[src/shared/ccp_defines.svh]
// Register offsets, field positions, mode codes and reset values of the capture/compare unit
`ifndef CCP_DEFINES_SVH
`define CCP_DEFINES_SVH

// Register offsets
`define REG_CTRL_ONE 8'h17
`define REG_CTRL_TWO 8'h1D
`define REG_CAPL_ONE 8'h15
`define REG_CAPH_ONE 8'h16
`define REG_CAPL_TWO 8'h1B
`define REG_CAPH_TWO 8'h1C
`define REG_FLAG_ONE 8'h0C
`define REG_FLAG_TWO 8'h0D

// Flag bit positions within the flag registers
`define FLAG_BIT_ONE 2
`define FLAG_BIT_TWO 0

// Control field positions
`define CTRL_MODE_HI 3
`define CTRL_DUTY_HI 5
`define CTRL_DUTY_LO 4

// Mode codes
`define MODE_OFF 4'h0
`define MODE_CAP_FALL 4'h4
`define MODE_CAP_RISE 4'h5
`define MODE_CAP_DIV4 4'h6
`define MODE_CAP_DIV16 4'h7
`define MODE_CMP_SET 4'h8
`define MODE_CMP_CLR 4'h9
`define MODE_CMP_SOFT 4'hA
`define MODE_CMP_TRIG 4'hB
`define GROUP_CAP 2'h1
`define GROUP_CMP 2'h2
`define GROUP_PWM 2'h3

// Prescaler terminal counts
`define DIV4_LAST 2'h3
`define DIV16_LAST 4'hF

// Reset values
`define CTRL_RESET 6'h00
`define CAP_RESET 16'h0000
`define PRE_RESET 4'h0
`define BYTE_ZERO 8'h00

`endif

[src/shared/ccp_pkg.sv]
// Types shared by the capture/compare unit
package ccp_pkg;
    typedef logic [5:0] ctrl_type;
    typedef logic [3:0] mode_type;
    typedef logic [15:0] word_type;
    typedef logic [3:0] pre_type;
endpackage : ccp_pkg

[src/core/capture_compare_mode_control.sv]
// Mode control, capture and compare path of a two-unit capture/compare/PWM block
`timescale 1ns/1ps
`include "ccp_defines.svh"
module capture_compare_mode_control
    import ccp_pkg::*;
(
    // Clock and reset
    input wire logic clock,
    input wire logic reset_n,
    // Register port
    input wire logic [7:0] addr,
    input wire logic [7:0] wdata,
    input wire logic wr,
    input wire logic rd,
    output logic [7:0] rdata,
    // Timer one interface
    input wire logic [15:0] timer_one_count,
    output logic timer_one_clear,
    input wire logic adc_enabled,
    output logic adc_start,
    // Pins, one bit per unit
    input wire logic [1:0] capture_pin,
    output logic [1:0] compare_out,
    // Status and duty cycle
    output logic [1:0] unit_event_flag,
    output logic [1:0] pwm_active,
    output logic [9:0] duty_one,
    output logic [9:0] duty_two
);

    ////////////////////////////////////////////////////////////////////////////
    // Pin synchroniser and qualified edges

    logic [1:0] s1_r;
    logic [1:0] s2_r;
    logic [1:0] s3_r;
    logic [1:0] lvl_r;
    logic [1:0] lvl_nxt;
    logic [1:0] rise;
    logic [1:0] fall;

    // Three stages; the pin level is what counts, whoever drives it
    always_ff @(posedge clock)
    begin
        if (!reset_n)
        begin
            s1_r <= 2'h0;
            s2_r <= 2'h0;
            s3_r <= 2'h0;
        end
        else
        begin
            s1_r <= capture_pin;
            s2_r <= s1_r;
            s3_r <= s2_r;
        end
    end

    // A change counts once stages two and three agree
    always_comb
    begin
        lvl_nxt = lvl_r;
        rise = 2'h0;
        fall = 2'h0;
        for (int i = 0; i < 2; i++)
        begin
            if (s2_r[i] == s3_r[i])
            begin
                lvl_nxt[i] = s3_r[i];
                rise[i] = s3_r[i] & ~lvl_r[i];
                fall[i] = ~s3_r[i] & lvl_r[i];
            end
        end
    end

    // Settled level register
    always_ff @(posedge clock)
    begin
        if (!reset_n)
            lvl_r <= 2'h0;
        else
            lvl_r <= lvl_nxt;
    end

    ////////////////////////////////////////////////////////////////////////////
    // Unit state

    ctrl_type ctrl_r [2];
    ctrl_type ctrl_nxt [2];
    word_type cap_r [2];
    word_type cap_nxt [2];
    pre_type pre_r [2];
    pre_type pre_nxt [2];
    logic [1:0] flag_r;
    logic [1:0] flag_nxt;
    logic [1:0] out_r;
    logic [1:0] out_nxt;
    logic [1:0] hit_r;
    logic [1:0] hit_nxt;
    logic clear_r;
    logic clear_nxt;
    logic adc_r;
    logic adc_nxt;

    // Next state of both units: bus writes first, hardware events win
    always_comb
    begin
        mode_type m;
        logic [1:0] grp;
        logic ev;
        logic eq;
        logic match;
        logic [7:0] a_ctrl;
        logic [7:0] a_capl;
        logic [7:0] a_caph;
        logic [7:0] a_flag;
        int fbit;
        m = `MODE_OFF;
        grp = 2'h0;
        ev = 1'b0;
        eq = 1'b0;
        match = 1'b0;
        a_ctrl = `REG_CTRL_ONE;
        a_capl = `REG_CAPL_ONE;
        a_caph = `REG_CAPH_ONE;
        a_flag = `REG_FLAG_ONE;
        fbit = `FLAG_BIT_ONE;
        clear_nxt = 1'b0;
        adc_nxt = 1'b0;
        flag_nxt = flag_r;
        out_nxt = out_r;
        hit_nxt = hit_r;
        for (int i = 0; i < 2; i++)
        begin
            ctrl_nxt[i] = ctrl_r[i];
            cap_nxt[i] = cap_r[i];
            pre_nxt[i] = pre_r[i];
            a_ctrl = (i == 0) ? `REG_CTRL_ONE : `REG_CTRL_TWO;
            a_capl = (i == 0) ? `REG_CAPL_ONE : `REG_CAPL_TWO;
            a_caph = (i == 0) ? `REG_CAPH_ONE : `REG_CAPH_TWO;
            a_flag = (i == 0) ? `REG_FLAG_ONE : `REG_FLAG_TWO;
            fbit = (i == 0) ? `FLAG_BIT_ONE : `FLAG_BIT_TWO;
            m = ctrl_r[i][`CTRL_MODE_HI:0];
            grp = m[3:2];
            // Software writes
            if (wr && addr == a_ctrl)
                ctrl_nxt[i] = wdata[`CTRL_DUTY_HI:0];
            if (wr && addr == a_capl)
                cap_nxt[i][7:0] = wdata;
            if (wr && addr == a_caph)
                cap_nxt[i][15:8] = wdata;
            if (wr && addr == a_flag)
                flag_nxt[i] = wdata[fbit];
            // Capture event selection
            unique case (m)
                `MODE_CAP_FALL: ev = fall[i];
                `MODE_CAP_RISE: ev = rise[i];
                `MODE_CAP_DIV4: ev = rise[i] && pre_r[i][1:0] == `DIV4_LAST;
                `MODE_CAP_DIV16: ev = rise[i] && pre_r[i] == `DIV16_LAST;
                default: ev = 1'b0;
            endcase
            // Prescaler runs only in capture modes; kept across switches between capture modes
            if (grp != `GROUP_CAP)
                pre_nxt[i] = `PRE_RESET;
            else if (rise[i])
                pre_nxt[i] = pre_r[i] + 4'h1;
            // Edge detector keeps running across mode changes
            if (ev)
            begin
                cap_nxt[i] = timer_one_count;
                flag_nxt[i] = 1'b1;
            end
            // Compare on the first cycle of equality only
            eq = (grp == `GROUP_CMP) && (timer_one_count == cap_r[i]);
            match = eq && !hit_r[i];
            hit_nxt[i] = eq;
            if (match)
            begin
                flag_nxt[i] = 1'b1;
                unique case (m)
                    `MODE_CMP_SET: out_nxt[i] = 1'b1;
                    `MODE_CMP_CLR: out_nxt[i] = 1'b0;
                    `MODE_CMP_TRIG:
                    begin
                        clear_nxt = 1'b1;
                        if (i == 1)
                            adc_nxt = adc_enabled;
                    end
                    default: out_nxt[i] = out_r[i];
                endcase
            end
            // Off mode clears the compare hit state and forces the output low
            if (m == `MODE_OFF)
            begin
                out_nxt[i] = 1'b0;
                hit_nxt[i] = 1'b0;
            end
        end
    end

    // Unit registers
    always_ff @(posedge clock)
    begin
        if (!reset_n)
        begin
            for (int i = 0; i < 2; i++)
            begin
                ctrl_r[i] <= `CTRL_RESET;
                cap_r[i] <= `CAP_RESET;
                pre_r[i] <= `PRE_RESET;
            end
            flag_r <= 2'h0;
            out_r <= 2'h0;
            hit_r <= 2'h0;
            clear_r <= 1'b0;
            adc_r <= 1'b0;
        end
        else
        begin
            for (int i = 0; i < 2; i++)
            begin
                ctrl_r[i] <= ctrl_nxt[i];
                cap_r[i] <= cap_nxt[i];
                pre_r[i] <= pre_nxt[i];
            end
            flag_r <= flag_nxt;
            out_r <= out_nxt;
            hit_r <= hit_nxt;
            clear_r <= clear_nxt;
            adc_r <= adc_nxt;
        end
    end

    ////////////////////////////////////////////////////////////////////////////
    // Read port

    logic [7:0] rsel;
    logic [7:0] rdata_r;
    logic [7:0] rdata_nxt;

    // Read selection; unmapped addresses and idle cycles give zero
    always_comb
    begin
        rsel = `BYTE_ZERO;
        unique case (addr)
            `REG_CTRL_ONE: rsel = {2'h0, ctrl_r[0]};
            `REG_CTRL_TWO: rsel = {2'h0, ctrl_r[1]};
            `REG_CAPL_ONE: rsel = cap_r[0][7:0];
            `REG_CAPH_ONE: rsel = cap_r[0][15:8];
            `REG_CAPL_TWO: rsel = cap_r[1][7:0];
            `REG_CAPH_TWO: rsel = cap_r[1][15:8];
            `REG_FLAG_ONE: rsel[`FLAG_BIT_ONE] = flag_r[0];
            `REG_FLAG_TWO: rsel[`FLAG_BIT_TWO] = flag_r[1];
            default: rsel = `BYTE_ZERO;
        endcase
        rdata_nxt = rd ? rsel : `BYTE_ZERO;
    end

    // Read data register
    always_ff @(posedge clock)
    begin
        if (!reset_n)
            rdata_r <= `BYTE_ZERO;
        else
            rdata_r <= rdata_nxt;
    end

    ////////////////////////////////////////////////////////////////////////////
    // Outputs

    // PWM duty: low capture byte above control bits 5-4
    assign pwm_active[0] = ctrl_r[0][`CTRL_MODE_HI:2] == `GROUP_PWM;
    assign pwm_active[1] = ctrl_r[1][`CTRL_MODE_HI:2] == `GROUP_PWM;
    assign duty_one = {cap_r[0][7:0], ctrl_r[0][`CTRL_DUTY_HI:`CTRL_DUTY_LO]};
    assign duty_two = {cap_r[1][7:0], ctrl_r[1][`CTRL_DUTY_HI:`CTRL_DUTY_LO]};

    // Registered status and strobes
    assign rdata = rdata_r;
    assign unit_event_flag = flag_r;
    assign compare_out = out_r;
    assign timer_one_clear = clear_r;
    assign adc_start = adc_r;

endmodule : capture_compare_mode_control

[config.mk]
export PLATFORM = sky130hd
export DESIGN_NAME = capture_compare_mode_control
export DESIGN_NICKNAME = d
export VERILOG_FILES = /design/src/shared/ccp_pkg.sv /design/src/core/capture_compare_mode_control.sv
export VERILOG_INCLUDE_DIRS = /design/src /design/src/shared
export SDC_FILE = /design/constraint.sdc
export NUM_CORES = 1
export LEC_CHECK = 0
export CORE_MARGIN = 4
export CORE_UTILIZATION = 60
export CTS_BUF_LIST = sky130_fd_sc_hd__clkbuf_8
export CTS_CLUSTER_SIZE = 16
export DETAILED_ROUTE_END_ITERATION = 8
export DONT_BUFFER_PORTS = 1
export PLACE_DENSITY = 0.78
export SLEW_MARGIN = 10
export SYNTH_ARGS = -nofsm -noshare
export SYNTH_HDL_FRONTEND = slang
export SYNTH_SLANG_ARGS = --single-unit
[constraint.sdc]
create_clock -name clock -period 1.82 [get_ports clock]
set_input_delay 0.182 -clock clock [delete_from_list [all_inputs] [get_ports clock]]
set_output_delay 0.182 -clock clock [all_outputs]
set_load 0.02 [all_outputs]
# Yosys cells after proc, flatten, opt, wreduce, memory -nomap -nowiden
# Memories as Yosys holds them, arrays and structs flattened.
# Index checks and enable logic that the tools add are counted.
# Widths: inputs -> output; s select.
[totals]
n_memories = 3
wordCells = 142
ram_bits = 52
output_inout_bits = 36
regBits = 24
[op_classes]
bitwise_logic = 15
eq_ne = 36
n_mux = 42
addsub = 2
reduce_logical = 30
[memory_table]
columns = ["memory", "depth", "width", "read_ports", "rd_clocked_by_memory_dff", "write_ports", "line", "text"]
rows = [
  ["cap_r", 2, 16, 2, 0, 2, "capture_compare_mode_control.sv:90", "word_type cap_r [2];"],
  ["ctrl_r", 2, 6, 2, 0, 2, "capture_compare_mode_control.sv:88", "ctrl_type ctrl_r [2];"],
  ["pre_r", 2, 4, 2, 0, 2, "capture_compare_mode_control.sv:92", "pre_type pre_r [2];"],
]
[op_table]
columns = ["cell", "n"]
rows = [
  ["$mux 16", 4],
  ["$eq 8x5->1 const B", 6],
  ["$eq 16x16->1", 2],
  ["$eq 4x3->1 const B", 8],
  ["$eq 4x4->1 const B", 8],
  ["$mux 8", 4],
  ["$pmux 5 s6", 1],
  ["$mux 4", 6],
  ["$mux 6", 4],
  ["$eq 8x4->1 const B", 2],
  ["$logic_and 1x1->1", 16],
  ["$mux 1", 16],
  ["$pmux 1 s7", 2],
  ["$eq 2x2->1 const B", 6],
  ["$add 4x1->4 const B", 2],
  ["$logic_not 4->1", 2],
  ["$pmux 1 s4", 2],
  ["$or 1x1->1", 6],
  ["$pmux 1 s6", 1],
  ["$reduce_and 2->1", 3],
  ["$reduce_bool 3->1", 2],
  ["$not 1->1", 5],
  ["$and 1x1->1", 4],
  ["$ne 2x1->1 const B", 2],
  ["other kinds (6)", 11],
]

# Longest topological paths before layout
# Gate-level depths: netlist (run 1).
[logic_depth]
depth_word = 7
ltp_mapped = 7
depth_no_buf = 6

# Worst setup path before layout (run 1)
# No wires, ideal clock.
[synth_path]
path_kind = "in2reg"
startpoint = "input port addr[5]"
endpoint = "memory cap_r[0][24] (netlist name)"
path_stages = 5
setup_time_ps = 133
required_ps = 1687
arrival_ps = 1654
path_slack_ps = 34
path_cell_list = "or4b_1 > buf_2 > nor4_4 > mux2i_1 > a21oi_1"
[synth_lines]
columns = ["item", "line", "text"]
rows = [
  ["start: declaration", "capture_compare_mode_control.sv:11", "input wire logic [7:0] addr,"],
  ["end: declaration", "capture_compare_mode_control.sv:90", ""],
]

==> qor.yml, run 1 <==
outcome: "finished with violations"
failed_checks: "negative setup slack"
fin_crit_ns: 1.892
start_util_pct: 62.07
p_sw_share_pct: 22.04
async_flop_share_pct: 0
clk_pin_slew_worst_paths_ns: 0.08
path_class: "flip-flop to flip-flop"
wl_per_cell_um: 21.80
ys_seq_area_share_pct: 38.38
die_area_um2: 7971
grt_max_degree: 34
cts_buffers: 9
synth_top_area_share_pct: 38.38
critPathMaxStageDelay_ns: 0.45
ant_nets: 0
hold_viol_final: 0
drive_gt1_share_pct: 14.81
fin_crit_sh_pct: 104.0
final_max_slew_viol_count: 0
postSynthAreaPerCell_um2: 8.655
post_synth_main_area_contributors: "dfxtp_1 (38%), mux2i_1 (10%), xor2_1 (7.1%), a21oi_1 (6.4%), o21ai_0 (4.8%)"
top_layer: "met4"
finalNonFillerCells: 563
num_rows: 29
cap_violations: 0
grt_overflow_total: 0
dp_hpwl_um: 8298
reg2reg_slack_ns: -0.07
area_growth_pct: 15.37
synthCells: 458
worstPathCellList: "xor2_1 > nor4_2 > nand4_1 > or3_4 > o311a_1"
rsz0062_at_grt: "true"
crit_path_end_kind: "flip-flop"
vias_per_cell: 6.554
fillCellCount: 501
fin_skew_ns: 0.008438
io_buffers: 0
dp_cells: 531
clockRootBuffer: "clkbuf_8"
clock_path_buffers: 2
synthFlopType: "dfxtp_1"
synth_top_area_cell: "dfxtp_1"
die_w_um: 89.28
fin_nets: 522
p_int_mw: 2.645
p_clk_share_pct: 45.9
fmax_mhz: 528.4
cts_tree: "done"
fin_ws_ns: -0.07240
grt_pass1_wl_um: 18930
num_vias: 3690
crit_fanout: 4
drc: 0
diodes: 0
insertion_delay_ns: 0.36
dr_wl_met3_um: 1100
synth_cell_type_count: 47
core_um2: 6386
synth_nets: 499
peakVddDrop_v: 0.0007653
slew_headroom_pct: 25.37
grt_pass1_vias: 3634
cp.arrival_ns: 2.14
combPwrFrac_pct: 4.8
ys_ff_latch: 76
whs_ns: 0.01322
io_pins: 75
netSwitchingPower_mw: 0.7479
gp_congestion: 0.9359
htreeDepth: 3
drtPass1Iterations: 7
wl_met1_um: 4583
start_kind: "flip-flop"
cts.sinks: 76
slowest_stage: "or3_4"
wl_um: 12280
dr_wl_met2_um: 5803
min_path_type: "input port to flip-flop"
tightest_slew_ns: 1.116
dr.first_iter.drc_count: 281
netlist_area_um2: 3964
grt_use_total_pct: 32.07
powerDensity_nw_per_um2: 741.8
setup_viol: 2
seq_power_share_pct: 49.3
ys_warn_count: 0
antenna_found_initial: 0
cp.required_ns: 2.06
synth-edff-count: 0
leakagePower_nw: 1.693
die_y_um: 89.28
power by group through the flow:
stage	combinational (mW)	clock, mW	sequential, mW
finish	0.164	1.56	1.67
global route	0.175	1.64	1.67
CTS	0.154	1.57	1.67
detailed placement	0.108	0	1.71
global placement	0.106	0	1.71
floorplan	0.102	0	1.71
state kept, by name, indices dropped and copies added (netlist names):
signal,count
cap_r,32
ctrl_r,12
pre_r,8
rdata,8
compare_out,2
hit_r,2
lvl_r,2
s1_r,2
s2_r,2
s3_r,2
unit_event_flag,2
adc_start,1
timer_one_clear,1
cell families (layout without fill, tap and decap cells):
kind of cell	after synthesis	count (layout)	share of synthesized area (%)
DFF	76	76	38.38
muxes	41	41	10.38
AOI/OAI and AO/OA	121	121	17.99
and+or+nand+nor	133	133	18.09
adders and majority gates	2	2	0.6312
buffers and inverters	49	77	6.565
xor gates and xnor gates	36	36	7.954
path summary, 6_finish.rpt:
kind                                  start                          end  depth (start not counted)
setup / recovery  cap_r[0][17]$_SDFFE_PN0P_  compare_out[1]$_SDFFE_PP0P_                          5
hold / removal          timer_one_count[12]    cap_r[0][12]$_SDFFE_PN0P_                          2
setup reg to reg  cap_r[0][17]$_SDFFE_PN0P_  compare_out[1]$_SDFFE_PP0P_                          5
hold reg to reg          s1_r[0]$_SDFF_PN0_           s2_r[0]$_SDFF_PN0_                          1
critical path: cells and delay by family, from the launching register on:
kind	cells	cell delay (ns)
DFF	1	0.33
AOI/OAI and AO/OA	1	0.29
xor gates and xnor gates	1	0.15
and+or+nand+nor	3	1.00
cell type report:
class | instances | area [um2] | share of cell area (%)
timing repair buffer | 53 | 447.9 | 9.795
multi-input combinational | 333 | 2232 | 48.81
sequential | 76 | 1528 | 33.41
clock buffer | 9 | 123.9 | 2.709
tap | 77 | 96.34 | 2.107
clock inverter | 7 | 115.1 | 2.517
inverter | 8 | 30.03 | 0.6566
per-layer routing:
layer	track usage, %	vias up
met5	0	-
met4	17.86	0
met3	9.217	73
met2	52.11	213
met1	37.93	1719
li1	-	1685
repair_timing:
| action | CTS | global route |
|---|---|---|
| pin swaps | 7 | 4 |
| endpoints found under the hold margin | 48 | 1 |
| gates resized for setup | 5 | 8 |
| buffers inserted | 0 | 1 |
| hold buffers | 14 | 1 |
| endpoints found under the setup margin | 4 | 5 |
| cloned | 0 | 0 |
per-stage QoR:
stage | setup WS, ns | total power [mW] | util [%] | setup TNS (ns) | instance area (um2)
final | -0.07240 | 3.393 | 71.61 | -0.08043 | 4573
after global routing | -0.1033 | 3.493 | 71.61 | -0.1846 | 4573
after CTS | -0.03846 | 3.396 | 70.79 | -0.07230 | 4521
after detailed placement | -0.07973 | 1.820 | 64.52 | -0.1446 | 4120
after global placement | -0.07379 | 1.818 | 64.52 | -0.07379 | 4120
after floorplan | 0.03390 | 1.813 | - | 0 | 3964
Yosys cell counts, types with 2 or more instances:
| master | number |
|---|---|
| o41ai_1 | 2 |
| and2_1 | 8 |
| a222oi_1 | 2 |
| o2bb2ai_1 | 3 |
| nor2_1 | 34 |
| a21boi_0 | 2 |
| nor3_1 | 3 |
| dfxtp_1 | 76 |
| a22oi_1 | 6 |
| and3_1 | 2 |
| nand2_1 | 27 |
| ha_1 | 2 |
| nand3_1 | 17 |
| clkbuf_1 | 19 |
| xnor2_1 | 4 |
| and3b_1 | 2 |
| nor2b_1 | 6 |
| a21oi_1 | 51 |
| nand4_1 | 5 |
| nor3b_1 | 4 |
| or3_1 | 4 |
| nor3_2 | 2 |
| mux2i_1 | 40 |
| a31oi_1 | 3 |
| o21ai_0 | 38 |
| a311oi_1 | 8 |
| xor2_1 | 32 |
| nand3b_1 | 3 |
| buf_4 | 20 |
| inv_1 | 7 |
| nor4_1 | 10 |
layout by cell type (no fill, tap or decap), types with 2 or more instances in the layout:
| cell type | Yosys | final |
|---|---|---|
| a222oi_1 | 2 | 2 |
| bufinv_16 | 0 | 3 |
| nand4_1 | 5 | 5 |
| clkinvlp_4 | 0 | 2 |
| nor2_1 | 34 | 34 |
| nor3_1 | 3 | 3 |
| xnor2_1 | 4 | 4 |
| clkbuf_8 | 0 | 9 |
| xor2_1 | 32 | 32 |
| nand2_1 | 27 | 27 |
| nor4_1 | 10 | 6 |
| ha_1 | 2 | 2 |
| and3_1 | 2 | 2 |
| o21ai_0 | 38 | 38 |
| dfxtp_1 | 76 | 71 |
| nand3_1 | 17 | 17 |
| dfxtp_2 | 0 | 5 |
| nor3_2 | 2 | 2 |
| a21oi_1 | 51 | 51 |
| mux2i_1 | 40 | 40 |
| a31oi_1 | 3 | 3 |
| or3_1 | 4 | 2 |
| a311oi_1 | 8 | 8 |
| dlygate4sd3_1 | 0 | 15 |
| nor4_2 | 0 | 4 |
| a22oi_1 | 6 | 6 |
| and3b_1 | 2 | 2 |
| inv_1 | 7 | 7 |
| nor2b_1 | 6 | 6 |
| clkinv_2 | 0 | 2 |
| nand3b_1 | 3 | 3 |
| and2_1 | 8 | 8 |
| nor3b_1 | 4 | 4 |
| o2bb2ai_1 | 3 | 3 |
| buf_4 | 20 | 37 |
| or3_4 | 0 | 2 |
| a21boi_0 | 2 | 2 |
(Power assumes the default switching activity.)
==> inputs of run 2 (changes only) <==
GPL_TIMING_DRIVEN = 0   (was default)
==> qor.yml, run 2 (same netlist as run 1, synthesis figures left out) <==
cts_buffers: 9  # unchanged
fin_crit_sh_pct: 101.3  # -2.7 points
crit_path_end_kind: "flip-flop"
fillCellCount: 508  # +1.4%
setup_viol: 2  # unchanged
r2r-start: "cap_r[0][27]$_SDFFE_PN0P_"
htreeDepth: 3  # unchanged
grt_overflow_total: 0  # unchanged
num_vias: 3724  # +0.92%
wl_um: 12120  # -1.3%
drive_gt1_share_pct: 12.91  # -1.9 points
cap_violations: 0  # unchanged
area_growth_pct: 13.16
num_rows: 29  # unchanged
core_um2: 6386  # unchanged
outcome: "finished with violations"
fin_area_um2: 4486  # -1.9%
leakagePower_nw: 1.633  # -3.6%
fmax_mhz: 542.4  # +2.7%
drtPass1Iterations: 5  # -2
cp.arrival_ns: 2.09  # -0.05 ns
start_util_pct: 62.07  # unchanged
fin_util_pct: 70.24  # -1.4 points
io_pins: 75  # unchanged
dp_cells: 535  # +0.75%
dp_hpwl_um: 8411  # +1.4%
die_area_um2: 7971  # unchanged
grt_use_total_pct: 31.70  # -0.37 points
hold_viol_final: 2  # +2
grt_pass1_vias: 3578  # -1.5%
fin_nets: 524  # +0.38%
largest_reg_flops: 32  # unchanged
peakVddDrop_v: 0.0006575  # -14%
cp.required_ns: 2.06  # about the same
final_common_cell: "dfxtp_1"
slew_headroom_pct: 48.46  # +23 points
diodes: 0  # unchanged
fin_crit_ns: 1.844  # -0.04886 ns
grt_pass1_wl_um: 18710  # -1.2%
post-place-ws_ns: -0.3465  # -0.2668 ns
reg_top3: "cap_r: 32 flops, ctrl_r: 12 flops"
io_buffers: 0  # unchanged
die_y_um: 89.28  # unchanged
clk_pin_slew_worst_paths_ns: 0.08  # about the same
startpoint: "cap_r[0][27]$_SDFFE_PN0P_"
drc: 0  # unchanged
tightest_slew_ns: 0.7673  # -0.3485 ns
ant_nets: 0  # unchanged
clockRootBuffer: "clkbuf_8"
insertion_delay_ns: 0.36  # about the same
cts.sinks: 76  # unchanged
rsz0062_at_grt: "true"
failed_checks: "negative hold slack, negative setup slack"
whs_ns: -0.002717  # -0.01594 ns
dr.first_iter.drc_count: 510  # +81%
die_w_um: 89.28  # unchanged
layout_common_cells: "dfxtp_1 (73), a21oi_1 (51), mux2i_1 (40), o21ai_0 (37), nor2_1 (34)"
gp_congestion: 0.9708  # +3.7%
fin_skew_ns: 0.01037  # +0.001937 ns
cts_tree: "done"
finalNonFillerCells: 565  # +0.36%
min_path_type: "input port to flip-flop"
placed_area_um2: 4060  # -1.5%
antenna_found_initial: 0  # unchanged
wl_per_cell_um: 21.44  # -1.7%
power.total_mw: 3.130  # -7.7%
setup_tns_ns: -0.03184  # +0.04859 ns
hold_start: "wdata[0]"
fin_ws_ns: -0.02354  # +0.04886 ns
crit_fanout: 4  # unchanged
clock_path_buffers: 2  # unchanged
powerDensity_nw_per_um2: 697.7  # -5.9%
start_kind: "flip-flop"
grt_max_degree: 14  # -59%
vias_per_cell: 6.591  # +0.56%
regMostFlops: "cap_r"
path_class: "flip-flop to flip-flop"
final_max_slew_viol_count: 0  # unchanged
-- run 2: cell types whose count changed in the layout (fill, tap and decap cells not counted), moves of 3 or more --
cell	change
buf_4	-12
clkbuf_1	+12
buf_2	+3
dlygate4sd3_1	-3
-- run 2: cell type report --
| cell class | instances | area, um2 | area share [%] |
|---|---|---|---|
| Multi-Input combinational cell | 333 | 2260 | 50.38 |
| Sequential cell | 76 | 1525 | 34.00 |
| Buffer | 39 | 231.5 | 5.160 |
| Timing Repair Buffer | 16 | 150.1 | 3.347 |
| Clock buffer | 9 | 123.9 | 2.762 |
| Tap cell | 77 | 96.34 | 2.148 |
| Clock inverter | 7 | 68.82 | 1.534 |
| Inverter | 8 | 30.03 | 0.6695 |
-- run 2: what timing repair did --
action	4_1_cts	5_1_grt
resized for setup	10	16
hold buffers	11	1
hold endpoints to repair	21	1
pin swaps	6	6
buffers inserted	3	1
endpoints found under the setup margin	27	43
-- run 2: report_power, final --
part	leakage [nW]	total, mW	switching [mW]	internal [mW]
Clock	0.100	1.28	0.653	0.628
Sequential	0.614	1.67	0.00582	1.67
Combinational	0.918	0.175	0.107	0.0681
Total	1.63	3.13	0.766	2.36
-- run 2: per-layer routing --
layer / up-vias / routed length [um] / part of all wire, % / global-route usage [%]
met2: 252 / 5451 / 45 / 50.10
met4: 0 / 656 / 5.4 / 15.56
li1: 1683 / - / - / -
met5: - / 0 / 0 / 0
met1: 1731 / 4647 / 38 / 38.14
met3: 58 / 1359 / 11 / 11.43
-- run 2: worst paths after layout --
| check | cells past startpoint | slack, ns | endpoint |
|---|---|---|---|
| setup reg to reg | 5 | -0.02 | compare_out[1]$_SDFFE_PP0P_ |
| hold reg to reg | 1 | 0.44 | s2_r[1]$_SDFF_PN0_ |
| hold / removal | 2 | -0.003 | ctrl_r[0][6]$_SDFFE_PN0P_ |
| setup / recovery | 5 | -0.02 | compare_out[1]$_SDFFE_PP0P_ |
-- run 2: critical path: stages, from the launching register on --
cell	delay (ns)
dfxtp_1	0.34
xor2_1	0.16
nor4_1	0.28
nand4_1	0.21
or3_4	0.44
o311a_1	0.29
==> inputs of run 3 (changes only) <==
PLACE_DENSITY = 0.79   (was 0.78)
==> qor.yml, run 3 (same netlist as run 1, synthesis figures left out) <==
gp_congestion: 0.9810  # +1.1%
final_common_cell: "dfxtp_1"
grt_pass1_vias: 3696  # +3.3%
fin_util_pct: 71.06  # +0.82 points
diodes: 0  # unchanged
hold_start: "timer_one_count[10]"
min_path_type: "input port to flip-flop"
failed_checks: "negative hold slack, negative setup slack"
num_rows: 29  # unchanged
insertion_delay_ns: 0.37  # about the same
setup_tns_ns: -0.2448  # -0.2130 ns
antenna_found_initial: 0  # unchanged
io_buffers: 0  # unchanged
wl_per_cell_um: 21.99  # +2.6%
grt_use_total_pct: 32.05  # +0.35 points
leakagePower_nw: 1.668  # +2.2%
startpoint: "cap_r[0][19]$_SDFFE_PN0P_"
fin_skew_ns: 0.01018  # -0.0001927 ns
peakVddDrop_v: 0.0005769  # -12%
powerDensity_nw_per_um2: 731.9  # +4.9%
clk_pin_slew_worst_paths_ns: 0.08  # about the same
fin_crit_sh_pct: 106.4  # +5.1 points
drtPass1Iterations: 6  # +1
reg2reg_slack_ns: -0.12  # -0.09 ns
io_pins: 75  # unchanged
grt_max_degree: 14  # unchanged
power.total_mw: 3.322  # +6.1%
drc: 0  # unchanged
start_kind: "flip-flop"
setup_viol: 3  # +1
cts.sinks: 76  # unchanged
fin_area_um2: 4538  # +1.2%
layout_common_cells: "dfxtp_1 (70), a21oi_1 (51), mux2i_1 (40), o21ai_0 (36), nor2_1 (34)"
fin_ws_ns: -0.1163  # -0.09276 ns
cp.arrival_ns: 2.20  # +0.11 ns
whs_ns: -0.006371  # -0.003654 ns
hold_viol_final: 1  # -1
cp.required_ns: 2.08  # +0.02 ns
dr.first_iter.drc_count: 507  # -0.59%
clockRootBuffer: "clkbuf_8"
cp-endpoint: "compare_out[1]$_SDFFE_PP0P_"
slowest_stage: "or3_4"
die_w_um: 89.28  # unchanged
cts_buffers: 9  # unchanged
cts_tree: "done"
area_growth_pct: 14.49
fmax_mhz: 516.5  # -4.8%
clock_path_buffers: 2  # unchanged
vias_per_cell: 6.675  # +1.3%
worstPathCellList: "xor2_1 > nor4_1 > nand4_1 > or3_4 > o311a_1"
regMostFlops: "cap_r"
start_util_pct: 62.07  # unchanged
fin_nets: 529  # +0.95%
ant_nets: 0  # unchanged
cap_violations: 0  # unchanged
fillCellCount: 506  # -0.39%
outcome: "finished with violations"
num_vias: 3805  # +2.2%
r2r-start: "cap_r[0][19]$_SDFFE_PN0P_"
grt_overflow_total: 0  # unchanged
die_y_um: 89.28  # unchanged
placed_area_um2: 4060  # unchanged
critPathMaxStageDelay_ns: 0.45  # about the same
final_max_slew_viol_count: 0  # unchanged
post-place-ws_ns: -0.3173  # +0.02921 ns
grt_pass1_wl_um: 19050  # +1.8%
crit_fanout: 4  # unchanged
r2r-end: "compare_out[1]$_SDFFE_PP0P_"
dp_cells: 535  # unchanged
wl_um: 12540  # +3.5%
slew_headroom_pct: 45.73  # -2.7 points
die_area_um2: 7971  # unchanged
path_class: "flip-flop to flip-flop"
htreeDepth: 3  # unchanged
reg_top3: "cap_r: 32 flops, ctrl_r: 12 flops"
tightest_slew_ns: 0.8079  # +0.04062 ns
drive_gt1_share_pct: 14.00  # +1.1 points
core_um2: 6386  # unchanged
fin_crit_ns: 1.936  # +0.09276 ns
dp_hpwl_um: 8717  # +3.6%
largest_reg_flops: 32  # unchanged
rsz0062_at_grt: "true"
crit_path_end_kind: "flip-flop"
reg2reg_depth: 5  # unchanged
finalNonFillerCells: 570  # +0.88%
-- run 3: cell count changes in the layout (fill, tap and decap cells not counted), sizes merged --
| cell | change |
|---|---|
| buf | +5 |
| clkinv | -3 |
| clkbuf | +2 |
| inv | +2 |
| bufinv | +1 |
| clkinvlp | -1 |
| dlygate4sd3 | -1 |
-- run 3: final cells by class --
class / count / area (um2) / share of cell area (%)
tap: 77 / 96.34 / 2.123
clock buffer: 10 / 137.6 / 3.033
multi-input combinational: 333 / 2235 / 49.24
timing repair buffer: 20 / 177.7 / 3.915
inverter: 8 / 30.03 / 0.6617
clock inverter: 6 / 86.33 / 1.902
buffer: 40 / 241.5 / 5.321
sequential: 76 / 1534 / 33.80
-- run 3: worst min path at each step --
stage	to	slack [ns]	cells after the start
6_report	cap_r[0][10]$_SDFFE_PN0P_	-0.006	2
4_1_cts	cap_r[0][12]$_SDFFE_PN0P_	0.0004	2
2_1_floorplan	adc_start$_SDFF_PN0_	0.30	2
3_3_place_gp	s1_r[0]$_SDFF_PN0_	0.31	1
5_1_grt	cap_r[0][10]$_SDFFE_PN0P_	0.008	2
3_5_place_dp	s1_r[0]$_SDFF_PN0_	0.31	1
-- run 3: layer usage --
metal	GRT usage, %	routed length [um]
met2	49.70	5614
met4	20.97	871
met3	8.756	1453
met5	0	0
met1	38.90	4598
-- run 3: critical path: cells and delay by family, from the launching register on --
kind            cells  cell delay, ns
flops               1            0.33
simple gates        3            1.04
compound gates      1            0.30
xor+xnor            1            0.16
-- run 3: what timing repair did --
| item | in CTS | in global routing |
|---|---|---|
| gates resized for setup | 16 | 17 |
| endpoints found under the setup margin | 26 | 35 |
| setup buffers | 5 | 4 |
| endpoints found under the hold margin | 18 | 0 |
| pin swaps | 9 | 4 |
| hold buffers | 11 | 0 |
-- run 3: power breakdown --
group,total [mW],internal (mW),switching (mW)
logic,0.174,0.0668,0.108
registers,1.67,1.66,0.00565
clock network,1.48,0.812,0.665
